==> src/core/mrd_pkg.sv <==
// constants and types for the move and return instruction decoder
// assumes a single core clock and instruction words from same-clock fetch logic
// How it works
// RL1 - store accumulator into data register, one cycle
// RL2 - copy accumulator into special register, one cycle
// RL3 - plain return pops stack, two cycles
// RL4 - interrupt return pops stack, sets global enable
// RL5 - literal return loads accumulator, pops stack
// RL6 - literal return takes pc from stack top
// RL7 - no-operation changes nothing except pc increment
package mrd_pkg;
	localparam int INSTR_W = 14;
	localparam int DATA_W  = 8;
	localparam int FADDR_W = 7;
	localparam int RADDR_W = 6;
	// program counter width is not fixed by the instruction set
	localparam int PC_W    = 10;

	localparam logic [INSTR_W-1:0] OP_NOP      = 14'h0000;
	localparam logic [INSTR_W-1:0] OP_SUB_RETURN = 14'h0040;
	localparam logic [INSTR_W-1:0] OP_INT_RETURN = 14'h0060;
	localparam logic [INSTR_W-1:0] MASK_FILE   = 14'h3f80;
	localparam logic [INSTR_W-1:0] MATCH_FILE  = 14'h0080;
	localparam logic [INSTR_W-1:0] MASK_SPEC   = 14'h3fc0;
	localparam logic [INSTR_W-1:0] MATCH_SPEC  = 14'h0000;
	localparam logic [INSTR_W-1:0] MASK_LIT_RETURN  = 14'h3f00;
	localparam logic [INSTR_W-1:0] MATCH_LIT_RETURN = 14'h1800;

	localparam int RETURN_CYCLES = 2;

	localparam logic [DATA_W-1:0]  DATA_RST = 8'h00;
	localparam logic [PC_W-1:0]    PC_RST   = 10'h000;
	localparam logic [FADDR_W-1:0] FADDR_RST = 7'h00;
	localparam logic [RADDR_W-1:0] RADDR_RST = 6'h00;

	typedef enum logic {
		ST_RUN,
		ST_FLUSH
	} mrd_state_t;
endpackage

==> src/core/mrd_dec_if.sv <==
// decode flags passed from the opcode matcher to the executing core
// assumes both ends sit on the same clock
`timescale 1ns/1ps
interface mrd_dec_if;
	import mrd_pkg::*;
	logic [INSTR_W-1:0] instr;
	logic               is_nop;
	logic               is_file;
	logic               is_spec;
	logic               is_sub_return;
	logic               is_int_return;
	logic               is_lit_return;

	modport dec
	(
		input  instr,
		output is_nop,
		output is_file,
		output is_spec,
		output is_sub_return,
		output is_int_return,
		output is_lit_return
	);
	modport core
	(
		output instr,
		input  is_nop,
		input  is_file,
		input  is_spec,
		input  is_sub_return,
		input  is_int_return,
		input  is_lit_return
	);
endinterface

==> src/core/mrd_decoder.sv <==
// pure combinational opcode matcher for the move and return group
// assumes the instruction word is stable for the cycle it is presented
`timescale 1ns/1ps
module mrd_decoder
	import mrd_pkg::*;
(
	mrd_dec_if.dec dif
);
	// zero word is the no-operation, so it wins over special store r=0
	assign dif.is_nop   = (dif.instr == OP_NOP);
	assign dif.is_file  = ((dif.instr & MASK_FILE) == MATCH_FILE);
	assign dif.is_spec  = ((dif.instr & MASK_SPEC) == MATCH_SPEC) && !dif.is_nop;
	assign dif.is_sub_return = (dif.instr == OP_SUB_RETURN);
	assign dif.is_int_return = (dif.instr == OP_INT_RETURN);
	assign dif.is_lit_return = ((dif.instr & MASK_LIT_RETURN) == MATCH_LIT_RETURN);
endmodule

==> src/core/mrd_core.sv <==
// executes store, no-operation and the three return instructions
// assumes fetch, register file, stack and interrupt logic sit outside on mclk_i
`timescale 1ns/1ps
module mrd_core
	import mrd_pkg::*;
(
	input  wire logic               mclk_i,
	input  wire logic               rstn_i,
	input  wire logic               instr_valid_i,
	input  wire logic [INSTR_W-1:0] instr_i,
	input  wire logic [DATA_W-1:0]  acc_i,
	input  wire logic [PC_W-1:0]    stack_top_i,
	output logic                    ready_o,
	output logic                    busy_o,
	output logic                    pc_inc_o,
	output logic                    file_we_o,
	output logic [FADDR_W-1:0]      file_addr_o,
	output logic [DATA_W-1:0]       file_wdata_o,
	output logic                    spec_we_o,
	output logic [RADDR_W-1:0]      spec_addr_o,
	output logic [DATA_W-1:0]       spec_wdata_o,
	output logic                    acc_we_o,
	output logic [DATA_W-1:0]       acc_wdata_o,
	output logic                    stack_pop_o,
	output logic                    pc_load_o,
	output logic [PC_W-1:0]         pc_value_o,
	output logic                    global_interrupt_enable_set_o
);
	mrd_dec_if  dif ();
	mrd_state_t state_q;
	mrd_state_t state_d;

	mrd_decoder u_dec
	(
		.dif (dif)
	);

	assign dif.instr = instr_i;

	// words offered during the flush slot are ignored, ready_o tells fetch
	wire take      = instr_valid_i && (state_q == ST_RUN);
	wire return_any  = dif.is_sub_return || dif.is_int_return || dif.is_lit_return;
	wire take_return = take && return_any;
	// RL1 data register store
	wire file_we_d   = take && dif.is_file;
	// RL2 special register store
	wire spec_we_d   = take && dif.is_spec;
	// RL5 literal into accumulator
	wire acc_we_d    = take && dif.is_lit_return;
	// RL4 interrupts re-enabled
	wire int_en_d    = take && dif.is_int_return;
	// RL7 only the increment, no writes
	wire pc_inc_d    = take && !return_any;
	// RL3 handshake follows next state
	wire ready_d     = (state_d == ST_RUN);
	wire busy_d      = (state_d == ST_FLUSH);

	// RL3 second cycle is a dead slot
	always_comb
	begin
		state_d = state_q;
		case (state_q)
			ST_RUN:   if (take_return) state_d = ST_FLUSH;
			ST_FLUSH: state_d = ST_RUN;
			default:  state_d = ST_RUN;
		endcase
	end

	// RL3 state and handshake levels
	always_ff @(posedge mclk_i or negedge rstn_i)
	begin
		if (!rstn_i)
		begin
			state_q <= ST_RUN;
			ready_o <= 1'b1;
			busy_o  <= 1'b0;
		end
		else
		begin
			state_q <= state_d;
			ready_o <= ready_d;
			busy_o  <= busy_d;
		end
	end

	// RL3 pop and reload together
	always_ff @(posedge mclk_i or negedge rstn_i)
	begin
		if (!rstn_i)
		begin
			pc_inc_o                      <= 1'b0;
			file_we_o                     <= 1'b0;
			spec_we_o                     <= 1'b0;
			acc_we_o                      <= 1'b0;
			global_interrupt_enable_set_o <= 1'b0;
			stack_pop_o                   <= 1'b0;
			pc_load_o                     <= 1'b0;
		end
		else
		begin
			pc_inc_o                      <= pc_inc_d;
			file_we_o                     <= file_we_d;
			spec_we_o                     <= spec_we_d;
			acc_we_o                      <= acc_we_d;
			global_interrupt_enable_set_o <= int_en_d;
			stack_pop_o                   <= take_return;
			pc_load_o                     <= take_return;
		end
	end

	// RL1 held until next store
	always_ff @(posedge mclk_i or negedge rstn_i)
	begin
		if (!rstn_i)
		begin
			file_addr_o  <= FADDR_RST;
			file_wdata_o <= DATA_RST;
		end
		else if (file_we_d)
		begin
			file_addr_o  <= instr_i[FADDR_W-1:0];
			file_wdata_o <= acc_i;
		end
	end

	// RL2 held until next store
	always_ff @(posedge mclk_i or negedge rstn_i)
	begin
		if (!rstn_i)
		begin
			spec_addr_o  <= RADDR_RST;
			spec_wdata_o <= DATA_RST;
		end
		else if (spec_we_d)
		begin
			spec_addr_o  <= instr_i[RADDR_W-1:0];
			spec_wdata_o <= acc_i;
		end
	end

	// RL5 literal kept after the load
	always_ff @(posedge mclk_i or negedge rstn_i)
	begin
		if (!rstn_i)
		begin
			acc_wdata_o <= DATA_RST;
		end
		else if (acc_we_d)
		begin
			acc_wdata_o <= instr_i[DATA_W-1:0];
		end
	end

	// RL6 return address from stack top
	always_ff @(posedge mclk_i or negedge rstn_i)
	begin
		if (!rstn_i)
		begin
			pc_value_o <= PC_RST;
		end
		else if (take_return)
		begin
			pc_value_o <= stack_top_i;
		end
	end
endmodule

==> config.mk <==
export PLATFORM = sky130hd
export DESIGN_NAME = mrd_core
export DESIGN_NICKNAME = d
export VERILOG_FILES = /design/src/core/mrd_pkg.sv /design/src/core/mrd_dec_if.sv /design/src/core/mrd_decoder.sv /design/src/core/mrd_core.sv
export SDC_FILE = /design/constraint.sdc
export NUM_CORES = 1
export LEC_CHECK = 0
export BUFFER_PORTS_ARGS = -buffer_cell sky130_fd_sc_hd__buf_2
export CORE_UTILIZATION = 47
export DETAILED_ROUTE_END_ITERATION = 10
export HOLD_SLACK_MARGIN = 0.05
export PLACE_DENSITY = 0.78
export SLEW_MARGIN = 25
export SYNTH_ARGS = -nofsm -noshare
export SYNTH_HDL_FRONTEND = slang
export SYNTH_SLANG_ARGS = --single-unit
export TNS_END_PERCENT = 5
==> constraint.sdc <==
create_clock -name mclk_i -period 2.3 [get_ports mclk_i]
set_clock_uncertainty 0.15 [all_clocks]
set_input_delay 0.46 -clock mclk_i [delete_from_list [all_inputs] [get_ports mclk_i]]
set_output_delay 0.46 -clock mclk_i [all_outputs]
set_load 0.005 [all_outputs]
==> results of run 1 <==
-- registers in the layout, summed over array words and instances (netlist names) --
| register | cells |
|---|---|
| spec_wdata_o | 8 |
| global_interrupt_enable_set_o | 1 |
| pc_value_o | 10 |
| file_addr_o | 7 |
| pc_load_o | 1 |
| acc_wdata_o | 8 |
| file_wdata_o | 8 |
| spec_we_o | 1 |
| pc_inc_o | 1 |
| file_we_o | 1 |
| acc_we_o | 1 |
| ready_o | 1 |
| state_q | 1 |
| spec_addr_o | 6 |
-- metal layers --
metal / vias up / global-route usage / part of all wire
li1: 682 / - / -
met1: 701 / 0.247 / 0.45
met2: 46 / 0.292 / 0.49
met3: 4 / 0.0462 / 0.054
met4: 0 / 0.0533 / 0.011
met5: - / 0 / 0
-- power by group through the flow --
stage / Combinational (uW) / Sequential [uW] / Clock (uW)
6_report: 248 / 1080 / 490
5_1_grt: 273 / 1090 / 549
4_1_cts: 255 / 1080 / 513
3_5_place_dp: 253 / 1100 / 0
3_3_place_gp: 246 / 1090 / 0
2_1_floorplan: 82.7 / 1110 / 0
-- Yosys cell counts (all sizes together) --
library cell	number	area [um^2]
a21oi	2	10.0
clkbuf	1	3.75
inv	2	7.51
and3	1	6.26
mux2	47	567
buf	5	55.1
nor2	4	17.5
nor3	2	10.0
nand4	1	6.26
nand4b	1	8.76
dfrtp	54	1350
or3	1	6.26
dfstp	1	26.3
or4	2	18.8
nand2	2	7.51
nor4b	2	17.5
nand3	1	5.00
nor4	3	48.8
and2	1	6.26
nand2b	2	12.5
-- stage by stage --
step / setup slack, ns / std cells / util / total power, uW
finish: 0.347 / 289 / 0.642 / 1820
floorplan: 0.141 / 135 / - / 1190
global route: 0.273 / 289 / 0.642 / 1910
global placement: 0.0603 / 280 / 0.621 / 1340
CTS: 0.352 / 289 / 0.642 / 1850
detailed placement: 0.0357 / 280 / 0.621 / 1350
-- how the worst max path moves through the flow --
stage                          start         endpoint  depth (start not counted)
after global routing      instr_i[3]    pc_value_o[5]                          6
after global placement    instr_i[9]  spec_wdata_o[4]                          6
final                     instr_i[9]   spec_addr_o[0]                          6
after floorplan           instr_i[9]   file_addr_o[1]                          4
after detailed placement  instr_i[9]  spec_wdata_o[4]                          6
after CTS                 instr_i[9]   spec_addr_o[0]                          6
-- critical path, cell delays in order --
cell	delay, ns
sky130_fd_sc_hd__buf_2	0.13
sky130_fd_sc_hd__nor4_4	0.30
sky130_fd_sc_hd__nand2_1	0.07
sky130_fd_sc_hd__or4_1	0.46
sky130_fd_sc_hd__buf_4	0.23
sky130_fd_sc_hd__mux2_1	0.33
-- final cells by class --
cell class | instances | area, um^2
sequential | 55 | 1380
clock inverter | 1 | 5.00
fill | 354 | 1580
clock buffer | 7 | 76.3
inverter | 2 | 7.51
tap | 52 | 65.1
timing repair buffer | 100 | 553
multi-input combinational | 72 | 748
-- repair_timing --
item / 4_1_cts / 5_1_grt
setup endpoints to repair: 0 / 0
hold endpoints to repair: 24 / 0
hold buffers: 1 / 0
-- cell families after synthesis --
family	Yosys count	synth area share
DFF	55	0.628
AOI/OAI and AO/OA	2	0.00457
muxes	47	0.259
and+or+nand+nor	23	0.0782
buffers and inverters	8	0.0302
==> results.cfg, run 1 <==
[outcome]
status = finished, final reports clean

[floorplanning]
dieWidth_um = 70.3
std_cell_rows = 24
die_area_um2 = 4940
floorplan.initialDensity = 0.497
design.portCount = 91
chipHeight_um = 70.3
core_region_area_um2 = 4410

[power]
vdd_drop_max_uv = 481
power.switching_fraction = 0.230
sequentialPowerShare = 0.593
intPower_uw = 1400
net_switching_power_of_the_design_uw = 417
clock_power_share = 0.270
combinationalPowerShare = 0.137
cellPowerDensity_nw_per_um2 = 641
leakage_power_uw = 0.00161

[setup_path]
type_of_origin_of_the_critical_path = input port
timing_worst_setup_path_type = input port to register
worstPathRequired_ns = 2.33
reg2reg_to = spec_addr_o[0]
rr_startpoint = state_q
cp_max_fo = 14
worstSetupEndpointType = register
worstPathArrival_ns = 1.99
ff2ff_setup_slack_ns = 0.44
timing.reg2reg.worst_path_depth = 4

[grt]
grt_antenna_before_repair = 0
grt_start_max_net_pins = 31
grt_pass1_wl_um = 6960
first_global_vias = 1454
overall_global_routing_resource_usage = 0.183
grt_overflow_total = 0

[detailed_routing]
detail_route.vias_per_cell = 4.96
post-route-drc-count = 0
antenna_violating_nets_left = 0
postRouteWirelength_um = 4270
routed_wire_length_per_instance_um = 14.8
vias = 1433
detailedRoute.firstPassIterationCount = 4
detail_route.iter0.violations = 22

[yosys]
yosys_warnings = 0
postSynthNetCount = 170
synth_cell_types = 28
synth_cells = 135
synth_area_um2 = 2190
postSynthAreaPerCell_um2 = 16.2
synth.ff_latch_count = 55
synth_sequential_area_ratio = 0.628

[worst_hold_path]
hold_start = acc_i[4]
min_path_cells = 2
holdCritPathClass = input port to register
hold_path_end = file_wdata_o[4]

[timing]
rsz0062_at_grt = false
max_slew_margin = 0.598
setup-violations-final = 0
fin_worst_hold_slack_ns = 0.238
finalHoldViolations = 0
timing.final.crit_share = 0.849
fin_tns_setup_ns = 0
period_minus_slack_ns = 1.95
final-max-slew-violation-count = 0
worst_pin_slew_ns = 0.603
fmax_mhz = 512

[clock_tree]
ctsHtreeMaxLevel = 2
numCtsBuffers = 5
post_cts_buffers = 0
cts-root-buf = sky130_fd_sc_hd__clkbuf_8
clock_latency_ns = 0.29
clkSinkCount = 55
max-clock-path-buffers = 2
path_clk_slew_ns = 0.09
clock_tree_from_tritoncts = built
postCtsResizedCells = 0

[layout]
design.final.nets = 271
areaGrowthSynthToFinish_pct = 29.2
finish.instance_area_um2 = 2830
insertedDiodeCount = 0
final_cell_mix = sky130_fd_sc_hd__buf_2, sky130_fd_sc_hd__dfrtp_1, sky130_fd_sc_hd__mux2_2
final_layout_size_suffix_gt1_frac = 0.646
most_common_cell_after_layout_fill_and_taps_aside = sky130_fd_sc_hd__buf_2

[run]
timing.max_cap.violations = 0

[place]
place_area_um2 = 2740
portBuffers = 90
routabilityCongestion = 0.879
dpl.hpwl_um = 3280
No activity file was read; power rests on OpenSTA's default activity.
==> run 2: changes to the inputs <==
==> constraint.sdc (replaced) <==
create_clock -name mclk_i -period 1.87 [get_ports mclk_i]
set_clock_uncertainty 0.15 [all_clocks]
set_input_delay 0.374 -clock mclk_i [delete_from_list [all_inputs] [get_ports mclk_i]]
set_output_delay 0.374 -clock mclk_i [all_outputs]
set_load 0.005 [all_outputs]
==> run 2 against run 1 <==
Cell count is 5.2% higher; final area is 5.3% higher; combinational power grew 31%; global-route usage grew 1.5 points; first-iteration DRC count up 110%; sequential power rose by 23%; highest routed layer unchanged; core utilization grew 3.4 points; flip-flop and latch count stayed put; via count up 6.0%.
==> results.cfg, run 2 (same netlist as run 1, synthesis figures left out) <==
[grt]
groute.layer.met3.usage = 0.0548
grt_start_max_net_pins = 56
grt_overflow_total = 0
first_global_vias = 1636
overall_global_routing_resource_usage = 0.198
groute.layer.met2.usage = 0.328
grt-busiest-layer = met2
grt_antenna_before_repair = 0
met1_usage = 0.249
grt_pass1_wl_um = 7650

[power]
cellPowerDensity_nw_per_um2 = 802
leakage_power_uw = 0.00170
vdd_drop_max_uv = 495

[outcome]
status = finished, final reports clean

[detailed_routing]
post-route-drc-count = 0
routed_wire_length_per_instance_um = 15.0
detail_route.iter0.violations = 46
vias = 1519
postRouteWirelength_um = 4550
detail_route.vias_per_cell = 5.00
detailedRoute.firstPassIterationCount = 4
antenna_violating_nets_left = 0

[timing]
timing.final.crit_share = 0.995
finalHoldViolations = 0
setup-violations-final = 0
setup_slack_ns = 0.00944
rsz0062_at_grt = true
period_minus_slack_ns = 1.86
fin_worst_hold_slack_ns = 0.148
max_slew_margin = 0.788
worst_pin_slew_ns = 0.313
final-max-slew-violation-count = 0
fmax_mhz = 537

[place]
routabilityCongestion = 0.809
dpl.hpwl_um = 3400
portBuffers = 90
dp_slack_ns = -0.324

[setup_path]
timing_worst_setup_path_type = input port to register
reg2reg_to = spec_wdata_o[4]
worstSetupEndpointType = register
type_of_origin_of_the_critical_path = input port
cp_max_fo = 14
worstPathRequired_ns = 1.91
worstPathArrival_ns = 1.90
ff2ff_setup_slack_ns = 0.03
rr_startpoint = state_q
timing.reg2reg.worst_path_depth = 4

[clock_tree]
clkSinkCount = 55
max-clock-path-buffers = 2
clock_tree_from_tritoncts = built
clock_latency_ns = 0.29
cts-root-buf = sky130_fd_sc_hd__clkbuf_8
ctsHtreeMaxLevel = 2
numCtsBuffers = 5
path_clk_slew_ns = 0.09
post_cts_buffers = 0

[layout]
most_common_cell_after_layout_fill_and_taps_aside = sky130_fd_sc_hd__buf_2
largest_reg_flops = 10
filler_cell_count = 329
design.final.nets = 287
areaGrowthSynthToFinish_pct = 36.0
final_layout_size_suffix_gt1_frac = 0.675
regMostFlops = pc_value_o
final_cell_mix = sky130_fd_sc_hd__buf_2, sky130_fd_sc_hd__dfrtp_1, sky130_fd_sc_hd__mux2_2
insertedDiodeCount = 0
final_util = 0.675

[worst_hold_path]
hold_start = acc_i[4]
hold_path_end = file_wdata_o[4]
min_path_cells = 2
holdCritPathClass = input port to register

[floorplanning]
std_cell_rows = 24
design.portCount = 91
die_area_um2 = 4940
core_region_area_um2 = 4410
chipHeight_um = 70.3
dieWidth_um = 70.3
floorplan.initialDensity = 0.497

[run]
timing.max_cap.violations = 0
==> run 2: metal layers <==
layer | wire length [um] | vias up
li1 | - | 709
met1 | 1930 | 756
met2 | 2300 | 46
met3 | 250 | 8
met4 | 67 | 0
met5 | 0 | -
==> run 2: what timing repair did <==
item / 4_1_cts / 5_1_grt
resized for setup: 1 / 1
endpoints found under the setup margin: 3 / 27
gates cloned: 0 / 0
hold buffers: 1 / 0
endpoints found under the hold margin: 54 / 0
==> run 2: area by class of cell <==
class / count / area [um^2] / area share
Sequential cell: 55 / 1380 / 0.462
Multi-Input combinational cell: 72 / 752 / 0.252
Timing Repair Buffer: 116 / 677 / 0.227
Clock buffer: 6 / 72.6 / 0.0243
Tap cell: 52 / 65.1 / 0.0218
Clock inverter: 1 / 30.0 / 0.0101
Inverter: 2 / 7.51 / 0.00252
==> run 2: per-stage QoR <==
step	TNS (ns)	area, um^2	std cells	total power [uW]
2_1_floorplan	-4.73	2190	135	1460
3_3_place_gp	-11.24	2860	296	1670
3_5_place_dp	-12.42	2860	296	1680
4_1_cts	0	2980	304	2420
5_1_grt	-0.364	2980	304	2500
6_report	0	2980	304	2390
==> run 2: worst max path at each step <==
| stage | startpoint | end | cells after the start |
|---|---|---|---|
| final | instr_i[9] | spec_wdata_o[4] | 6 |
| after CTS | instr_i[9] | spec_wdata_o[4] | 6 |
| after global placement | instr_i[9] | spec_addr_o[0] | 6 |
| after global routing | state_q | file_addr_o[4] | 5 |
| after detailed placement | instr_i[9] | spec_wdata_o[4] | 6 |
| after floorplan | instr_i[9] | file_addr_o[1] | 4 |
==> run 2: worst max-delay path, cell delays in order <==
cell and delay [ns]:
sky130_fd_sc_hd__buf_2 0.13, sky130_fd_sc_hd__nor4_4 0.30, sky130_fd_sc_hd__nand2_1 0.08, sky130_fd_sc_hd__or4_1 0.49, sky130_fd_sc_hd__buf_6 0.19, sky130_fd_sc_hd__mux2_1 0.32
==> run 2: power by group <==
group	switching (uW)	internal (uW)	leakage (uW)
Clock	348	393	0.0000513
Sequential	43.4	1280	0.000742
Combinational	135	190	0.000902
Total	526	1870	0.00170
==> run 3: changes to the inputs <==
--- a/config.mk
+++ b/config.mk
@@ -5,7 +5,9 @@
 export SDC_FILE = /design/constraint.sdc
 export NUM_CORES = 1
 export LEC_CHECK = 0
+export ABC_AREA = 1
 export BUFFER_PORTS_ARGS = -buffer_cell sky130_fd_sc_hd__buf_2
+export CORE_ASPECT_RATIO = 2
 export CORE_UTILIZATION = 47
 export DETAILED_ROUTE_END_ITERATION = 10
 export HOLD_SLACK_MARGIN = 0.05
==> run 3 against run 2 <==
Wire length increased by 2.0%; highest routed layer unchanged; setup slack better by 0.26 ns; non-clock buffer count shrank 19; critical endpoint is now file_wdata_o[3]; die area is 0.49% higher; via count grew 17%; final area fell by 5.7%; sequential share of layout area up 2.8 points.
==> results.cfg, run 3 <==
[floorplanning]
chipHeight_um = 98.7
std_cell_rows = 34
die_area_um2 = 4970
dieWidth_um = 50.3
design.portCount = 91
core_region_area_um2 = 4420
floorplan.initialDensity = 0.496

[setup_path]
cp_max_fo = 31
worstPathRequired_ns = 1.89
critical-path-top-cell-by-count = sky130_fd_sc_hd__nand2_1
timing.reg2reg.worst_path_depth = 6
worstPathArrival_ns = 1.62
ff2ff_setup_slack_ns = 0.27
timing.critical_path.buf_inv = 1
critical_path.cell_chain = or2_1 -> nor2_1 -> nand2_1 -> buf_4 -> nand2_1 -> o21ai_0
rr_startpoint = state_q
type_of_origin_of_the_critical_path = register
crit_family = simple AND/OR/NAND/NOR gates
worstSetupEndpointType = register
critical-path-slowest-cell = sky130_fd_sc_hd__dfrtp_1
timing_worst_setup_path_type = register to register
cpPeakStageDelay_ns = 0.40
reg2reg_to = file_wdata_o[3]

[layout]
layout.cells.non_filler = 371
most_common_cell_after_layout_fill_and_taps_aside = sky130_fd_sc_hd__buf_2
area.sequential_um2 = 1380
final_layout_size_suffix_gt1_frac = 0.372
regMostFlops = pc_value_o
largest_reg_flops = 10
final_util = 0.635
multi_input_comb_area_um2 = 636
filler_cell_count = 409
final_cell_mix = sky130_fd_sc_hd__buf_2, sky130_fd_sc_hd__nand2_1, sky130_fd_sc_hd__dfrtp_1
design.final.nets = 351
areaGrowthSynthToFinish_pct = 28.0
insertedDiodeCount = 0

[worst_hold_path]
min_path_cells = 3
holdCritPathClass = input port to register
hold_path_end = pc_value_o[8]
hold_start = stack_top_i[8]

[grt]
grt_antenna_before_repair = 0
overall_global_routing_resource_usage = 0.205
grt_pass1_wl_um = 7730
grt_overflow_total = 0
grt_start_max_net_pins = 32
first_global_vias = 1808

[place]
dpl.hpwl_um = 3650
portBuffers = 90
post-place-cells = 362
routabilityCongestion = 0.825

[clock_tree]
max-clock-path-buffers = 2
path_clk_slew_ns = 0.09
clock_latency_ns = 0.30
clkSinkCount = 55
numCtsBuffers = 5
clock_tree_from_tritoncts = built
ctsHtreeMaxLevel = 2
cts-root-buf = sky130_fd_sc_hd__clkbuf_8

[detailed_routing]
detail_route.iter0.violations = 21
antenna_violating_nets_left = 0
post-route-drc-count = 0
detailedRoute.firstPassIterationCount = 4
detail_route.vias_per_cell = 4.79
routed_wire_length_per_instance_um = 12.5
vias = 1776
postRouteWirelength_um = 4640

[power]
cellPowerDensity_nw_per_um2 = 876
combinationalPowerShare = 0.130
intPower_uw = 1880
clock_power_share = 0.323
power.switching_fraction = 0.237
sequentialPowerShare = 0.546
vdd_drop_max_uv = 774
leakage_power_uw = 0.00166
net_switching_power_of_the_design_uw = 583
total_power_uw = 2460

[yosys]
yosys_warnings = 0
synth_cell_types = 24
synth.ff_latch_count = 55
ys.flop_type = sky130_fd_sc_hd__dfrtp_1
postSynthAreaPerCell_um2 = 9.80
yosys.area.top_type_share = 0.615
synth_sequential_area_ratio = 0.627
synthTopCellsByArea = sky130_fd_sc_hd__dfrtp_1, sky130_fd_sc_hd__nand2_1, sky130_fd_sc_hd__o21ai_0
yosys.cell_count.top_type = sky130_fd_sc_hd__nand2_1
asr_flop_ratio_synth = 1.00
synth_cells = 224
netlist_top_cells_count = sky130_fd_sc_hd__nand2_1, sky130_fd_sc_hd__dfrtp_1, sky130_fd_sc_hd__inv_1, sky130_fd_sc_hd__nor2_1, sky130_fd_sc_hd__o21ai_0
synth.largest_area_cell = sky130_fd_sc_hd__dfrtp_1
synth_edf_count = 0
synth_area_um2 = 2200
postSynthNetCount = 259

[timing]
timing.final.crit_share = 0.855
setup-violations-final = 0
fin_tns_setup_ns = 0
rsz0062_at_grt = false
finalHoldViolations = 0
period_minus_slack_ns = 1.60
max_slew_margin = 0.710
final-max-slew-violation-count = 0
worst_pin_slew_ns = 0.434
fmax_mhz = 625

[outcome]
status = finished, final reports clean

[run]
timing.max_cap.violations = 0
==> run 3: cell types whose count changed after synthesis, moves of 3 or more <==
cell	delta
sky130_fd_sc_hd__o21ai_0	+20
sky130_fd_sc_hd__o21ai_1	+5
sky130_fd_sc_hd__mux2_4	-10
sky130_fd_sc_hd__nand2_2	+3
sky130_fd_sc_hd__nor2_1	+17
sky130_fd_sc_hd__nand3_1	+10
sky130_fd_sc_hd__mux2_2	-33
sky130_fd_sc_hd__o21ai_2	+5
sky130_fd_sc_hd__nand2_1	+54
sky130_fd_sc_hd__mux2_1	-4
sky130_fd_sc_hd__inv_1	+20
sky130_fd_sc_hd__a21oi_1	+5
==> run 3: metal layers <==
layer | vias to the layer above | wire length, um | GRT usage
li1 | 881 | - | -
met1 | 823 | 1650 | 0.207
met2 | 60 | 2660 | 0.399
met3 | 12 | 205 | 0.0340
met4 | 0 | 118 | 0.0748
met5 | - | 0 | 0
==> run 3: kinds of logic after synthesis <==
kind of cell	after synthesis	synth area share
AO/OA/AOI/OAI	37	0.0929
buffers and inverters	34	0.0832
flip-flops	55	0.627
AND/OR/NAND/NOR	98	0.197
==> run 3: worst max-delay path by stage <==
| stage | end | start | cells after the start | slack, ns |
|---|---|---|---|---|
| floorplan | spec_wdata_o[0] | state_q | 8 | 0.31 |
| global placement | pc_value_o[4] | instr_i[11] | 8 | 0.18 |
| detailed placement | pc_value_o[0] | instr_i[11] | 8 | 0.12 |
| CTS | file_addr_o[5] | state_q | 6 | 0.27 |
| global route | file_wdata_o[3] | state_q | 5 | 0.16 |
| finish | file_wdata_o[3] | state_q | 6 | 0.27 |
==> run 3: final cells by class <==
type | count | share of cell area
Tap cell | 54 | 0.0240
Multi-Input combinational cell | 135 | 0.226
Sequential cell | 55 | 0.490
Inverter | 22 | 0.0294
Timing Repair Buffer | 97 | 0.189
Clock inverter | 2 | 0.0125
Clock buffer | 6 | 0.0294
==> run 3: repair_timing <==
item,4_1_cts,5_1_grt
buffers inserted,0,0
hold buffers,1,0
endpoints found under the hold margin,16,0
resized for setup,0,0
==> run 3: power groups by stage <==
| stage | combinational, uW | sequential (uW) | clock (uW) |
|---|---|---|---|
| final | 321 | 1350 | 796 |
| after global placement | 314 | 1370 | 0 |
| after detailed placement | 327 | 1370 | 0 |
| after global routing | 366 | 1360 | 847 |
| after floorplan | 114 | 1380 | 0 |
| after CTS | 329 | 1350 | 815 |
==> run 3: through the flow <==
step / instance area, um^2 / setup slack (ns) / hold WS (ns)
after floorplan: 2200 / 0.312 / -0.0716
after global placement: 2680 / 0.178 / 0.181
after detailed placement: 2680 / 0.123 / 0.191
after CTS: 2810 / 0.267 / 0.137
after global routing: 2810 / 0.163 / 0.155
final: 2810 / 0.271 / 0.145
==> run 3: worst reg2reg max path, cell delays in order, from the launching register on <==
cell and delay, ns:
sky130_fd_sc_hd__dfrtp_1 0.40, sky130_fd_sc_hd__or2_1 0.35, sky130_fd_sc_hd__nor2_1 0.13, sky130_fd_sc_hd__nand2_1 0.06, sky130_fd_sc_hd__buf_4 0.22, sky130_fd_sc_hd__nand2_1 0.08
sky130_fd_sc_hd__o21ai_0 0.09
